**src/core/rcsm_params.svh**
```systemverilog
// Register offsets, field positions, reset values and timing counts
// for the receive condition status and mask block.
// Assumes inclusion by bare name from the modules.
`ifndef RCSM_PARAMS_SVH
`define RCSM_PARAMS_SVH

// ----------------------------------------------------------------------
// Register offsets on the control bus
// ----------------------------------------------------------------------
`define RCSM_ADDR_COND_A     5'h09
`define RCSM_ADDR_COND_B     5'h0A
`define RCSM_ADDR_MASK_A     5'h0B
`define RCSM_ADDR_MASK_B     5'h0C

// ----------------------------------------------------------------------
// Condition register B field positions
// ----------------------------------------------------------------------
`define RCSM_B_IDLE          0
`define RCSM_B_STHR          1
`define RCSM_B_ACTIVE        2
`define RCSM_B_UNK_VALID     3
`define RCSM_B_CASC_ERR      4
`define RCSM_B_BUF_FAULT     5
`define RCSM_B_SUPER_IDLE    6
`define RCSM_B_SPARE         7

// ----------------------------------------------------------------------
// Condition register A field positions
// ----------------------------------------------------------------------
`define RCSM_A_NO_SIGNAL     0
`define RCSM_A_QUIET         1
`define RCSM_A_HALT          2
`define RCSM_A_MASTER        3
`define RCSM_A_NOISE         4
`define RCSM_A_NOISE_THR     5
`define RCSM_A_CHANGE        6
`define RCSM_A_UNK_INVALID   7

// ----------------------------------------------------------------------
// Reset values
// ----------------------------------------------------------------------
`define RCSM_MASK_RESET      8'h00
`define RCSM_COND_B_RESET    8'h02
`define RCSM_COND_A_RESET    8'h20

// ----------------------------------------------------------------------
// Symbol pair codes and run lengths
// ----------------------------------------------------------------------
`define RCSM_SYM_IDLE        10'h3FF
`define RCSM_SYM_JK          10'h311
`define RCSM_SYM_QUIET       10'h000
`define RCSM_SYM_HALT        10'h084
`define RCSM_SYM_MASTER      10'h080
`define RCSM_IDLE_RUN        4'h2
`define RCSM_SUPER_RUN       4'h8
`define RCSM_LONG_RUN        4'h8

// ----------------------------------------------------------------------
// Cascade start window
// ----------------------------------------------------------------------
`define RCSM_CLK_NS          10
`define RCSM_CASC_WIN_NS     80
`define RCSM_CASC_WIN_CYC    ((`RCSM_CASC_WIN_NS) / (`RCSM_CLK_NS))

`endif

```
**src/core/rcsm_pkg.sv**
```systemverilog
// Types shared by the receive condition status and mask block.
// Assumes the constants header sits beside it in core/.
package rcsm_pkg;

	// ------------------------------------------------------------------
	// Line state classes seen by the condition logic
	// ------------------------------------------------------------------
	typedef enum logic [3:0] {
		RCSM_LS_NONE,
		RCSM_LS_NO_SIGNAL,
		RCSM_LS_QUIET,
		RCSM_LS_HALT,
		RCSM_LS_MASTER,
		RCSM_LS_NOISE,
		RCSM_LS_IDLE,
		RCSM_LS_ACTIVE,
		RCSM_LS_UNKNOWN
	} rcsm_ls_t;

	// Cascade watch states
	typedef enum logic [1:0] {
		RCSM_CW_IDLE,
		RCSM_CW_WAIT,
		RCSM_CW_DONE
	} rcsm_cw_t;

	typedef logic [7:0] rcsm_byte_t;

endpackage : rcsm_pkg

```
**src/core/rcsm_linestate.sv**
```systemverilog
// Symbol pair run detector: classifies received symbol pairs into
// line states by counting consecutive matching pairs.
// Assumes pair_valid and pair come from core_clk logic.
`include "rcsm_params.svh"
module rcsm_linestate
	import rcsm_pkg::*;
(
	input  wire logic       core_clk,
	input  wire logic       nrst,
	input  wire logic       pair_valid,
	input  wire logic [9:0] pair,
	output logic            idle_hit,
	output logic            super_hit,
	output logic            jk_hit,
	output logic            quiet_hit,
	output logic            halt_hit,
	output logic            master_hit
);

	logic [9:0] last_q;        // Previous pair code
	logic [9:0] last_d;
	logic [3:0] run_q;         // Run length, saturates
	logic [3:0] run_d;

	// ------------------------------------------------------------------
	// Run counting, saturating at 15, above the longest run of interest
	// ------------------------------------------------------------------
	always_comb begin
		last_d = last_q;
		run_d  = run_q;
		if (pair_valid) begin
			last_d = pair;
			if (pair != last_q || run_q == 4'h0) begin
				run_d = 4'h1;
			end else if (run_q != 4'hF) begin
				run_d = run_q + 4'h1;
			end
		end
	end

	// Hits are pulses when a pair arrives and, except for jk_hit, the run qualifies
	always_comb begin
		idle_hit   = pair_valid && pair == `RCSM_SYM_IDLE
			&& run_d >= `RCSM_IDLE_RUN;
		super_hit  = pair_valid && pair == `RCSM_SYM_IDLE
			&& run_d >= `RCSM_SUPER_RUN;
		jk_hit     = pair_valid && pair == `RCSM_SYM_JK;
		quiet_hit  = pair_valid && pair == `RCSM_SYM_QUIET
			&& run_d >= `RCSM_LONG_RUN;
		halt_hit   = pair_valid && pair == `RCSM_SYM_HALT
			&& run_d >= `RCSM_LONG_RUN;
		master_hit = pair_valid && pair == `RCSM_SYM_MASTER
			&& run_d >= `RCSM_LONG_RUN;
	end

	always_ff @(posedge core_clk or negedge nrst) begin
		if (!nrst) begin
			last_q <= 10'h000;
			run_q  <= 4'h0;
		end else begin
			last_q <= last_d;
			run_q  <= run_d;
		end
	end

endmodule // rcsm_linestate

```
**src/core/rcsm_sync.sv**
```systemverilog
// Two-flop synchroniser for a group of level inputs.
// Assumes inputs are from outside the core_clk domain.
`include "rcsm_params.svh"
module rcsm_sync
	import rcsm_pkg::*;
#(
	parameter int WIDTH = 1
) (
	input  wire logic             core_clk,
	input  wire logic             nrst,
	input  wire logic [WIDTH-1:0] async_in,
	output logic      [WIDTH-1:0] sync_out
);

	// First stage; read only by the second stage
	logic [WIDTH-1:0] meta_q;
	logic [WIDTH-1:0] meta_d;
	logic [WIDTH-1:0] sync_d;

	// ------------------------------------------------------------------
	// Next values
	// ------------------------------------------------------------------
	always_comb begin
		meta_d = async_in;
		sync_d = meta_q;
	end

	// ------------------------------------------------------------------
	// Registers
	// ------------------------------------------------------------------
	always_ff @(posedge core_clk or negedge nrst) begin
		if (!nrst) begin
			meta_q   <= '0;
			sync_out <= '0;
		end else begin
			meta_q   <= meta_d;
			sync_out <= sync_d;
		end
	end

endmodule // rcsm_sync

```
**src/core/rcsm_top.sv**
```systemverilog
// Receive condition registers A and B with masks A and B, driving the
// two summary bits of the interrupt condition register.
// Assumes a simple synchronous register port on core_clk, decoded
// symbol pairs from the receiver and event pulses from sibling logic.
`include "rcsm_params.svh"
module rcsm_top
	import rcsm_pkg::*;
(
	input  wire logic       core_clk,
	input  wire logic       nrst,
	input  wire logic       reg_wr,
	input  wire logic       reg_rd,
	input  wire logic [4:0] reg_addr,
	input  wire logic [7:0] reg_wdata,
	output logic      [7:0] reg_rdata,
	output logic            reg_rvalid,
	input  wire logic       pair_valid,
	input  wire logic [9:0] pair,
	input  wire logic       no_signal_det,
	input  wire logic       noise_state,
	input  wire logic       unknown_state,
	input  wire logic       line_change,
	input  wire logic       state_cnt_zero,
	input  wire logic       state_thr_loaded,
	input  wire logic       noise_cnt_zero,
	input  wire logic       noise_thr_loaded,
	input  wire logic       buf_fault,
	input  wire logic       cascade_rdy,
	input  wire logic       cascade_start,
	output logic            cond_a_summary,
	output logic            cond_b_summary
);

	// ------------------------------------------------------------------
	// Declarations
	// ------------------------------------------------------------------
	rcsm_byte_t cond_reg_a_q;      // Condition register A
	rcsm_byte_t cond_reg_a_d;
	rcsm_byte_t cond_reg_b_q;      // Condition register B
	rcsm_byte_t cond_reg_b_d;
	rcsm_byte_t cond_mask_a_q;     // Mask register A
	rcsm_byte_t cond_mask_a_d;
	rcsm_byte_t cond_mask_b_q;     // Mask register B
	rcsm_byte_t cond_mask_b_d;
	rcsm_byte_t set_a;             // Hardware set terms, A
	rcsm_byte_t set_b;             // Hardware set terms, B
	rcsm_byte_t clr_a;             // Software clear terms, A
	rcsm_byte_t clr_b;             // Software clear terms, B
	rcsm_ls_t   ls_q;              // Current line state
	rcsm_ls_t   ls_d;
	rcsm_ls_t   known_q;           // Last known line state
	rcsm_ls_t   known_d;
	logic       sthr_armed_q;      // Threshold reload seen since set
	logic       sthr_armed_d;
	logic       nthr_armed_q;      // Noise reload seen since set
	logic       nthr_armed_d;
	rcsm_cw_t   cw_q;              // Cascade watch state
	rcsm_cw_t   cw_d;
	logic [3:0] cw_cnt_q;          // Cascade window count
	logic [3:0] cw_cnt_d;
	logic       casc_rdy_old_q;    // Delayed ready for edge detect
	logic       casc_err_evt;
	logic [7:0] rdata_d;
	logic       rvalid_d;
	logic       sum_a_d;
	logic       sum_b_d;
	logic       idle_hit;
	logic       super_hit;
	logic       jk_hit;
	logic       quiet_hit;
	logic       halt_hit;
	logic       master_hit;
	logic [1:0] casc_sync;         // Synchronised cascade pins

	// Address match, used by every register's write path
	function automatic logic hit(input logic [4:0] a, input logic [4:0] r);
		return a == r;
	endfunction

	// ------------------------------------------------------------------
	// Sub-blocks
	// ------------------------------------------------------------------
	// Cascade pins come from another device, so they are synchronised
	rcsm_sync #(
		.WIDTH    (2)
	) u_casc_sync (
		.core_clk (core_clk),
		.nrst     (nrst),
		.async_in ({cascade_start, cascade_rdy}),
		.sync_out (casc_sync)
	);

	rcsm_linestate u_ls (
		.core_clk   (core_clk),
		.nrst       (nrst),
		.pair_valid (pair_valid),
		.pair       (pair),
		.idle_hit   (idle_hit),
		.super_hit  (super_hit),
		.jk_hit     (jk_hit),
		.quiet_hit  (quiet_hit),
		.halt_hit   (halt_hit),
		.master_hit (master_hit)
	);

	// ------------------------------------------------------------------
	// Line state tracking
	// ------------------------------------------------------------------
	// Priority: loss of signal over pair runs over sibling classes
	always_comb begin
		ls_d    = ls_q;
		known_d = known_q;
		if (no_signal_det) begin
			ls_d = RCSM_LS_NO_SIGNAL;
		end else if (jk_hit) begin
			ls_d = RCSM_LS_ACTIVE;
		end else if (idle_hit) begin
			ls_d = RCSM_LS_IDLE;
		end else if (quiet_hit) begin
			ls_d = RCSM_LS_QUIET;
		end else if (halt_hit) begin
			ls_d = RCSM_LS_HALT;
		end else if (master_hit) begin
			ls_d = RCSM_LS_MASTER;
		end else if (noise_state) begin
			ls_d = RCSM_LS_NOISE;
		end else if (unknown_state) begin
			ls_d = RCSM_LS_UNKNOWN;
		end
		// Track the state being entered, so a known state lasting one
		// cycle is still seen when the line goes unknown right after
		if (ls_d != RCSM_LS_UNKNOWN && ls_d != RCSM_LS_NONE) begin
			known_d = ls_d;
		end
	end

	// ------------------------------------------------------------------
	// Cascade synchronisation watch
	// ------------------------------------------------------------------
	// Release of ready opens a window; start must arrive inside it
	always_comb begin
		cw_d         = cw_q;
		cw_cnt_d     = cw_cnt_q;
		casc_err_evt = 1'b0;
		unique case (cw_q)
			RCSM_CW_IDLE: begin
				if (casc_rdy_old_q && !casc_sync[0]) begin
					cw_d     = RCSM_CW_WAIT;
					cw_cnt_d = 4'h0;
				end
			end
			RCSM_CW_WAIT: begin
				if (casc_sync[1]) begin
					cw_d = RCSM_CW_DONE;
				end else if (cw_cnt_q >= 4'(`RCSM_CASC_WIN_CYC)) begin
					casc_err_evt = 1'b1;
					cw_d         = RCSM_CW_DONE;
				end else begin
					cw_cnt_d = cw_cnt_q + 4'h1;
				end
			end
			RCSM_CW_DONE: begin
				// Rearm once ready is asserted again
				if (casc_sync[0]) begin
					cw_d = RCSM_CW_IDLE;
				end
			end
			// Unused fourth code of the two-bit state
			default: begin
				cw_d = RCSM_CW_IDLE;
			end
		endcase
	end

	// ------------------------------------------------------------------
	// Set and clear terms for the condition registers
	// ------------------------------------------------------------------
	always_comb begin
		set_a = 8'h00;
		set_b = 8'h00;
		// Entering a state sets its bit; nothing here ever clears one
		if (ls_d != ls_q) begin
			unique case (ls_d)
				RCSM_LS_NO_SIGNAL: set_a[`RCSM_A_NO_SIGNAL] = 1'b1;
				RCSM_LS_QUIET:     set_a[`RCSM_A_QUIET]     = 1'b1;
				RCSM_LS_HALT:      set_a[`RCSM_A_HALT]      = 1'b1;
				RCSM_LS_MASTER:    set_a[`RCSM_A_MASTER]    = 1'b1;
				RCSM_LS_NOISE:     set_a[`RCSM_A_NOISE]     = 1'b1;
				RCSM_LS_IDLE:      set_b[`RCSM_B_IDLE]      = 1'b1;
				RCSM_LS_ACTIVE:    set_b[`RCSM_B_ACTIVE]    = 1'b1;
				RCSM_LS_UNKNOWN: begin
					// Valid or invalid depends on the last known state
					if (known_q == RCSM_LS_ACTIVE
						|| known_q == RCSM_LS_IDLE) begin
						set_b[`RCSM_B_UNK_VALID] = 1'b1;
					end else begin
						set_a[`RCSM_A_UNK_INVALID] = 1'b1;
					end
				end
				default: ;
			endcase
			set_a[`RCSM_A_CHANGE] = 1'b1;
		end
		// Super idle is a longer idle run, not a separate state
		set_b[`RCSM_B_SUPER_IDLE] = super_hit;
		set_b[`RCSM_B_STHR]       = state_cnt_zero;
		set_b[`RCSM_B_CASC_ERR]   = casc_err_evt;
		set_b[`RCSM_B_BUF_FAULT]  = buf_fault;
		set_a[`RCSM_A_NOISE_THR]  = noise_cnt_zero;
		// Spare bit has no hardware source
		set_b[`RCSM_B_SPARE]      = 1'b0;
	end

	// Write of 0 clears, write of 1 keeps; threshold bits need a reload
	always_comb begin
		clr_a = 8'h00;
		clr_b = 8'h00;
		if (reg_wr && hit(reg_addr, `RCSM_ADDR_COND_A)) begin
			clr_a = ~reg_wdata;
			if (!nthr_armed_q) begin
				clr_a[`RCSM_A_NOISE_THR] = 1'b0;
			end
		end
		if (reg_wr && hit(reg_addr, `RCSM_ADDR_COND_B)) begin
			clr_b = ~reg_wdata;
			if (!sthr_armed_q) begin
				clr_b[`RCSM_B_STHR] = 1'b0;
			end
		end
	end

	// ------------------------------------------------------------------
	// Register next values
	// ------------------------------------------------------------------
	always_comb begin
		// Set wins over a clear in the same cycle
		cond_reg_a_d  = (cond_reg_a_q & ~clr_a) | set_a;
		cond_reg_b_d  = (cond_reg_b_q & ~clr_b) | set_b;
		cond_mask_a_d = cond_mask_a_q;
		cond_mask_b_d = cond_mask_b_q;
		if (reg_wr && hit(reg_addr, `RCSM_ADDR_MASK_A)) begin
			cond_mask_a_d = reg_wdata;
		end
		if (reg_wr && hit(reg_addr, `RCSM_ADDR_MASK_B)) begin
			cond_mask_b_d = reg_wdata;
		end
		// Reload arms the clear; a new zero count disarms it
		sthr_armed_d = (sthr_armed_q || state_thr_loaded)
			&& !state_cnt_zero;
		nthr_armed_d = (nthr_armed_q || noise_thr_loaded)
			&& !noise_cnt_zero;
		if (reg_wr && hit(reg_addr, `RCSM_ADDR_COND_B)
			&& !reg_wdata[`RCSM_B_STHR]) begin
			sthr_armed_d = 1'b0;
		end
		if (reg_wr && hit(reg_addr, `RCSM_ADDR_COND_A)
			&& !reg_wdata[`RCSM_A_NOISE_THR]) begin
			nthr_armed_d = 1'b0;
		end
		// Summaries use the next values so they track the registers
		sum_a_d = |(cond_reg_a_d & cond_mask_a_d);
		sum_b_d = |(cond_reg_b_d & cond_mask_b_d);
	end

	// Read port: one cycle latency, unmapped reads return zero
	always_comb begin
		rvalid_d = reg_rd;
		rdata_d  = 8'h00;
		if (reg_rd) begin
			unique case (reg_addr)
				`RCSM_ADDR_COND_A: rdata_d = cond_reg_a_q;
				`RCSM_ADDR_COND_B: rdata_d = cond_reg_b_q;
				`RCSM_ADDR_MASK_A: rdata_d = cond_mask_a_q;
				`RCSM_ADDR_MASK_B: rdata_d = cond_mask_b_q;
				default:           rdata_d = 8'h00;
			endcase
		end
	end

	// ------------------------------------------------------------------
	// Registers
	// ------------------------------------------------------------------
	always_ff @(posedge core_clk or negedge nrst) begin
		if (!nrst) begin
			// Counters start at zero, so threshold bits come up set
			cond_reg_a_q   <= `RCSM_COND_A_RESET;
			cond_reg_b_q   <= `RCSM_COND_B_RESET;
			cond_mask_a_q  <= `RCSM_MASK_RESET;
			cond_mask_b_q  <= `RCSM_MASK_RESET;
			ls_q           <= RCSM_LS_NONE;
			known_q        <= RCSM_LS_NONE;
			sthr_armed_q   <= 1'b0;
			nthr_armed_q   <= 1'b0;
			cw_q           <= RCSM_CW_IDLE;
			cw_cnt_q       <= 4'h0;
			casc_rdy_old_q <= 1'b0;
			reg_rdata      <= 8'h00;
			reg_rvalid     <= 1'b0;
			cond_a_summary <= 1'b0;
			cond_b_summary <= 1'b0;
		end else begin
			cond_reg_a_q   <= cond_reg_a_d;
			cond_reg_b_q   <= cond_reg_b_d;
			cond_mask_a_q  <= cond_mask_a_d;
			cond_mask_b_q  <= cond_mask_b_d;
			ls_q           <= ls_d;
			known_q        <= known_d;
			sthr_armed_q   <= sthr_armed_d;
			nthr_armed_q   <= nthr_armed_d;
			cw_q           <= cw_d;
			cw_cnt_q       <= cw_cnt_d;
			casc_rdy_old_q <= casc_sync[0];
			reg_rdata      <= rdata_d;
			reg_rvalid     <= rvalid_d;
			cond_a_summary <= sum_a_d;
			cond_b_summary <= sum_b_d;
		end
	end

endmodule // rcsm_top

```
**config.mk**
```make
export PLATFORM = sky130hd
export DESIGN_NAME = rcsm_top
export DESIGN_NICKNAME = d
export VERILOG_FILES = /design/src/core/rcsm_pkg.sv /design/src/core/rcsm_linestate.sv /design/src/core/rcsm_sync.sv /design/src/core/rcsm_top.sv
export VERILOG_INCLUDE_DIRS = /design/src /design/src/core
export SDC_FILE = /design/constraint.sdc
export NUM_CORES = 1
export LEC_CHECK = 0
export BUFFER_PORTS_ARGS = -buffer_cell sky130_fd_sc_hd__buf_2
export CAP_MARGIN = 20
export CORE_MARGIN = 10
export CORE_UTILIZATION = 50
export DETAILED_ROUTE_END_ITERATION = 6
export PLACE_DENSITY_LB_ADDON = 0.25
export RECOVER_POWER = 25
export SLEW_MARGIN = 0
export SYNTH_ARGS = -nofsm -noshare
export SYNTH_HDL_FRONTEND = slang
export SYNTH_HIERARCHICAL = 1
export SYNTH_SLANG_ARGS = --single-unit
```
**constraint.sdc**
```tcl
create_clock -name core_clk -period 3.8 [get_ports core_clk]
set_input_delay 1.14 -clock core_clk [delete_from_list [all_inputs] [get_ports core_clk]]
set_output_delay 1.14 -clock core_clk [all_outputs]
set_load 0.02 [all_outputs]
```
==> results.yml, run 1 <==
run_status:
  status: "finished with violations"
  violations: "max-capacitance violations, max-slew violations"
critical_path:
  worstPathRequired_ns: 4.03
  critPathMaxStageDelay_ns: 0.38
  r2r-end: "cond_b_summary$_DFF_PN0_"
  start_kind: "input port"
  critPathSlowestCell: "nor4_2"
  cp_max_fo: 5
  crit_type: "input port to register"
  r2r_slack_ns: 0.43
  path_cells: "buf_2 > xor2_1 > nor4_2 > nand3_2 > nor3_2 > nor4_4 > or3_1 > o311a_1 > or3b_1 > nand2b_1 > o21ai_2 > a211o_1"
  cp.arrival_ns: 3.84
  rr_startpoint: "u_ls/run_q[0]$_DFF_PN0_"
  endpoint_kind: "register"
  reg2reg_depth: 12
grt:
  grt.busiest_layer: "met2"
  grt_usage: 0.1700
  grt_pass1_wl_mm: 16.50
  grt_pass1_vias: 3509
  grt.met1_usage: 0.2148
  grt_start_max_net_pins: 78
  grt_use_met3: 0.04681
  grt_overflow: 0
  antenna_found_initial: 0
  use_met2: 0.2730
sta:
  setup_tns_ns: 0
  relSlewSlack: -0.2443
  drv_slew: 78
  setup_ws_ns: 0.1908
  finalHoldViolCount: 0
  tightest_slew_ns: 1.867
  min_period_ns: 3.609
  rsz0062_at_grt: "no"
  timing.fmax_mhz: 277.1
  setup_viol: 0
  period_share: 0.9498
  clock-skew-final_ns: 0.01310
floorplan:
  coreArea_sq_um: 7767
  rows: 32
  die_h_microns: 109.5
  initial_utilization: 0.5159
  die_area_sq_um: 12000
  pin_count: 50
  dieWidth_microns: 109.5
clocking:
  cts_tree: "built"
  htreeDepth: 3
  cts_hold_buf: 0
  cts_buffer_depth: 2
  clock-root-buffer: "clkbuf_8"
  numCtsBuffers: 9
  insertion_delay_ns: 0.36
  post_cts_resized: 0
  cts_sinks: 77
  path_clk_slew_ns: 0.08
  post_cts_buffers: 0
place:
  place.gp.congestion: 0.8666
  pre_cts_ws_ns: -0.1956
  dp_hpwl_mm: 7.393
  place.port_buffers: 48
layout:
  layout_common_cells: "75 x dfrtp_1, 51 x buf_4, 47 x buf_2"
  drive_gt1_frac: 0.3327
  n_antenna_cell: 0
  final_common_cell: "dfrtp_1"
  syn_to_final_growth_pct: 22.79
  nets: 531
  nFillCells: 657
route:
  viasPerCell: 5.751
  route.detailed.drc: 0
  wl_mm: 9.796
  antenna_left: 0
  drt-initial-drc-count: 177
  dr_total_vias: 3422
  dr.pass1.iters: 5
  avgRoutedWirePerCell_microns: 16.46
power_and_ir_drop:
  p_per_area_nw_per_um2: 382.5
  p_leak_uw: 0.002188
  worst_ir_drop_vdd_mv: 0.1802
synth:
  synth_area_sq_um: 4008
  synthFlopType: "dfrtp_1"
  avgSynthCellArea_sq_um: 10.38
  ys_ff_latch: 77
  yosysSeqAreaShare: 0.4814
  yosysWarningCount: 6
  synthArstFlopShare: 1.000
  syn_nets: 429
  synth_edf_count: 0
  netlist_instances: 386
  yosys.cell_types.count: 70
flow_run:
  drv_cap: 1
hold_path:
  hold_end: "u_casc_sync/sync_out[0]$_DFF_PN0_"
  hold_path_class: "register to register"
  holdPathStages: 0
  min_from: "u_casc_sync/meta_q[0]$_DFF_PN0_"
==> power breakdown <==
group	internal, uW	switching, uW	total (uW)
Clock	239	312	551
Sequential	907	67.3	974
Combinational	167	191	358
Total	1310	570	1880
==> worst max path at each step <==
| stage | startpoint | to | slack (ns) | depth (start not counted) |
|---|---|---|---|---|
| finish | pair[9] | cond_b_summary$_DFF_PN0_ | 0.19 | 12 |
| global route | pair[9] | cond_b_summary$_DFF_PN0_ | 0.009 | 12 |
| CTS | pair[9] | cond_b_summary$_DFF_PN0_ | 0.17 | 12 |
| detailed placement | pair[9] | cond_b_summary$_DFF_PN0_ | -0.20 | 12 |
| global placement | pair[8] | cond_b_summary$_DFF_PN0_ | -0.13 | 12 |
| floorplan | pair[9] | cond_b_summary$_DFF_PN0_ | 0.002 | 11 |
==> synth_stat cells, drive strengths merged, types with 8 or more instances <==
cell,instances,area share
a21oi,16,0.020
dfrtp,75,0.47
inv,14,0.013
mux2,24,0.067
nand2,33,0.031
nand3,10,0.014
nand4,8,0.012
nor2,34,0.032
nor3,14,0.020
o21ai,25,0.033
xor2,11,0.024
==> sequential cells by signal, summed over array words and instances, names as in the netlist, 2 cells and up <==
register              count
cond_mask_a_q             8
cond_reg_a_q              8
u_casc_sync/meta_q        2
cond_mask_b_q             8
u_ls/run_q                4
cw_cnt_q                  4
known_q                   3
cw_q                      2
u_casc_sync/sync_out      2
reg_rdata                 8
ls_q                      4
cond_reg_b_q              8
u_ls/last_q              10
==> stage by stage <==
step / utilization / instance area, sq um / instances / hold slack [ns] / power (uW)
final: 0.6335 / 4921 / 595 / 0.3513 / 1882
after global routing: 0.6335 / 4921 / 595 / 0.3615 / 1987
after CTS: 0.6339 / 4923 / 595 / 0.3556 / 1902
after detailed placement: 0.6123 / 4756 / 579 / 0.3364 / 1347
after global placement: 0.6123 / 4756 / 579 / 0.3323 / 1333
after floorplan: - / 4038 / 386 / 0.3312 / 1189
==> metal layers <==
metal,share of wire,up-vias
met3,0.070,13
met1,0.44,1652
li1,-,1650
met5,0,-
met2,0.47,107
met4,0.018,0
==> cell families after synthesis <==
kind of cell / after synthesis / synth area share
AOI/OAI and AO/OA: 90 / 0.1608
adders and majority gates: 4 / 0.01249
xor gates and xnor gates: 11 / 0.02404
buffers and inverters: 22 / 0.02185
DFF: 77 / 0.4814
and+or+nand+nor: 151 / 0.2145
muxes: 31 / 0.08492
==> critical path, delay by kind of cell <==
family	cells	cell delay (ns)
simple gates	7	1.92
compound gates	3	0.52
xor+xnor	1	0.15
buf+inv	1	0.11
==> area by class of cell <==
cell class                 instances  area [sq um]  share of cell area
multi-input combinational        287          2021              0.4106
sequential                        77          1929              0.3921
timing repair buffer              99         623.1              0.1266
clock buffer                      11         131.4             0.02670
tap                              102         127.6             0.02593
inverter                          14         52.55             0.01068
clock inverter                     5         36.28            0.007374
Power figures use the tool's default switching activity.
==> run 2: changes to the inputs <==
ABC_AREA = 1   (was unset)
==> run 2 against run 1 <==
Net effect: the flow still finishes with violations (max-capacitance violations, max-slew violations); hold slack better by 0.00060 ns; utilization down 4.5 points; final area fell by 7.1%; clock power increased by 28%; synthesized cell count rose by 30%; area after synthesis down 0.34%; sequential share of layout area grew 3.0 points; largest cell class is now registers; largest power group unchanged; highest routed layer unchanged.
==> results.yml, run 2 <==
run_status:
  status: "finished with violations"
  violations: "max-capacitance violations, max-slew violations"
critical_path:
  reg2reg_depth: 20
  cp.arrival_ns: 3.54
  start_kind: "input port"
  r2r-end: "cond_a_summary$_DFF_PN0_"
  rr_startpoint: "u_ls/run_q[0]$_DFF_PN0_"
  crit_type: "input port to register"
  cp_max_fo: 6
  r2r_slack_ns: 0.90
  endpoint_kind: "register"
  worstPathRequired_ns: 4.04
layout:
  final_core_util: 0.5886
  layout_common_cells: "126 x nand2_1, 77 x inv_1, 75 x dfrtp_1"
  n_antenna_cell: 0
  largest_reg_flops: 10
  final_area_sq_um: 4572
  nets: 602
  syn_to_final_growth_pct: 14.47
  regMostFlops: "u_ls/last_q"
  drive_gt1_frac: 0.2074
  final_common_cell: "nand2_1"
route:
  avgRoutedWirePerCell_microns: 13.87
  antenna_left: 0
  viasPerCell: 5.110
  drt-initial-drc-count: 224
  dr_total_vias: 3403
  route.detailed.drc: 0
  dr.pass1.iters: 5
  wl_mm: 9.235
synth:
  avgSynthCellArea_sq_um: 7.956
  yosysWarningCount: 6
  yosys.cell_types.count: 37
  synth_top_area_share: 0.4699
  ys_ff_latch: 77
  netlist_instances: 502
  netlist_top_cells_area: "dfrtp_1 47%, nand2_1 12%, inv_1 7.2%, o21ai_0 5.1%, nand3_1 3.8%"
  synth_edf_count: 0
  yosysSeqAreaShare: 0.4831
  synth_top_area_cell: "dfrtp_1"
  yosysMostFrequentCell: "nand2_1"
  synth_commonest_cells: "126 x nand2_1, 77 x inv_1, 75 x dfrtp_1"
  syn_nets: 545
  synthArstFlopShare: 1.000
  synthFlopType: "dfrtp_1"
  synth_area_sq_um: 3994
floorplan:
  die_h_microns: 109.4
  dieWidth_microns: 109.4
  initial_utilization: 0.5142
  coreArea_sq_um: 7767
  die_area_sq_um: 11960
  pin_count: 50
  rows: 32
sta:
  min_period_ns: 3.301
  setup_viol: 0
  setup_ws_ns: 0.4989
  clock-skew-final_ns: 0.01078
  setup_tns_ns: 0
  timing.fmax_mhz: 302.9
  finalHoldViolCount: 0
  tightest_slew_ns: 1.887
  relSlewSlack: -0.2578
  period_share: 0.8687
  rsz0062_at_grt: "no"
  drv_slew: 78
clocking:
  post_cts_resized: 0
  numCtsBuffers: 9
  post_cts_buffers: 0
  htreeDepth: 3
  cts_hold_buf: 0
  cts_buffer_depth: 2
  path_clk_slew_ns: 0.08
  cts_sinks: 77
  clock-root-buffer: "clkbuf_8"
  insertion_delay_ns: 0.34
  cts_tree: "built"
grt:
  grt_overflow: 0
  grt_start_max_net_pins: 78
  grt_usage: 0.1621
  antenna_found_initial: 0
  grt_pass1_wl_mm: 15.83
  grt_pass1_vias: 3439
hold_path:
  hold_end: "u_casc_sync/sync_out[0]$_DFF_PN0_"
  holdPathStages: 0
  hold_path_class: "register to register"
  min_from: "u_casc_sync/meta_q[0]$_DFF_PN0_"
power_and_ir_drop:
  p_leak_uw: 0.002340
  p_per_area_nw_per_um2: 434.2
  worst_ir_drop_vdd_mv: 0.2104
place:
  place.port_buffers: 48
  dp_hpwl_mm: 6.811
  dpl_cell_area_sq_um: 4352
  place.gp.congestion: 0.8937
  pre_cts_ws_ns: 0.1661
flow_run:
  drv_cap: 1
## run 2: cell count changes after synthesis, sizes merged, moves of 7 or more
cell and delta:
nor2 +13, o22ai +7, a21oi -7, a222oi -7, inv +76, o21ai +25
nor2b -7, mux2 -24, nand3 +24, xor2 -10, nand2 +105, mux2i -7
## run 2: metrics by stage
| stage | std cells | power [uW] | hold WS [ns] |
|---|---|---|---|
| after floorplan | 502 | 1183 | 0.3312 |
| after global placement | 650 | 1282 | 0.3385 |
| after detailed placement | 650 | 1299 | 0.3403 |
| after CTS | 666 | 2005 | 0.3516 |
| after global routing | 666 | 2101 | 0.3538 |
| final | 666 | 1985 | 0.3519 |
## run 2: area by class of cell
type | count | area, sq um
fillers | 748 | 3196
clock buffers | 13 | 158.9
flip-flops and latches | 77 | 1929
repair buffers | 50 | 254.0
multi-input cells | 329 | 1689
clock inverters | 3 | 67.56
inverters | 92 | 345.3
well taps | 102 | 127.6
## run 2: critical path: stages
cell	delay, ns
buf_2	0.13
inv_2	0.05
nand2_1	0.05
nand2_1	0.04
nor2_1	0.09
nand2_1	0.11
nor2_4	0.14
nand3_4	0.10
nor4_1	0.43
inv_1	0.10
nand2_1	0.12
a21oi_1	0.11
nand2_2	0.12
nand2_1	0.06
nand2_1	0.06
nand2_1	0.08
nor2_2	0.21
o21bai_1	0.14
nand2_1	0.08
nand2_1	0.06
nor2_1	0.08
nand2_1	0.05
## run 2: worst max-delay path by stage
stage                       start                  endpoint  slack (ns)  depth (start not counted)
after CTS                 pair[4]  cond_b_summary$_DFF_PN0_        0.51                         20
after detailed placement  pair[4]  cond_b_summary$_DFF_PN0_        0.17                         20
after global routing      pair[0]  cond_b_summary$_DFF_PN0_        0.20                         20
final                     pair[4]  cond_a_summary$_DFF_PN0_        0.50                         22
after global placement    pair[4]  cond_a_summary$_DFF_PN0_        0.26                         24
after floorplan           pair[0]  cond_a_summary$_DFF_PN0_        0.74                         23
## run 2: routing by layer
layer | up-vias | track usage | share of wire
met1 | 1576 | 0.2034 | 0.44
met5 | - | 0 | 0
met3 | 12 | 0.04330 | 0.063
met4 | 0 | 0.04740 | 0.011
met2 | 98 | 0.2687 | 0.48
li1 | 1717 | - | -
## run 2: cells by family after synthesis
kind of cell             share of synthesized area
AO/OA/AOI/OAI                               0.1181
XOR/XNOR                                  0.004387
adder cells (fa/ha/maj)                    0.01253
buffers and inverters                      0.09336
flip-flops                                  0.4831
AND/OR/NAND/NOR                             0.2885
## run 2: where the power goes
group | internal (uW) | switching (uW) | total, uW
registers | 913 | 42.9 | 955
logic | 109 | 218 | 326
clock network | 407 | 296 | 703
total | 1430 | 557 | 1990
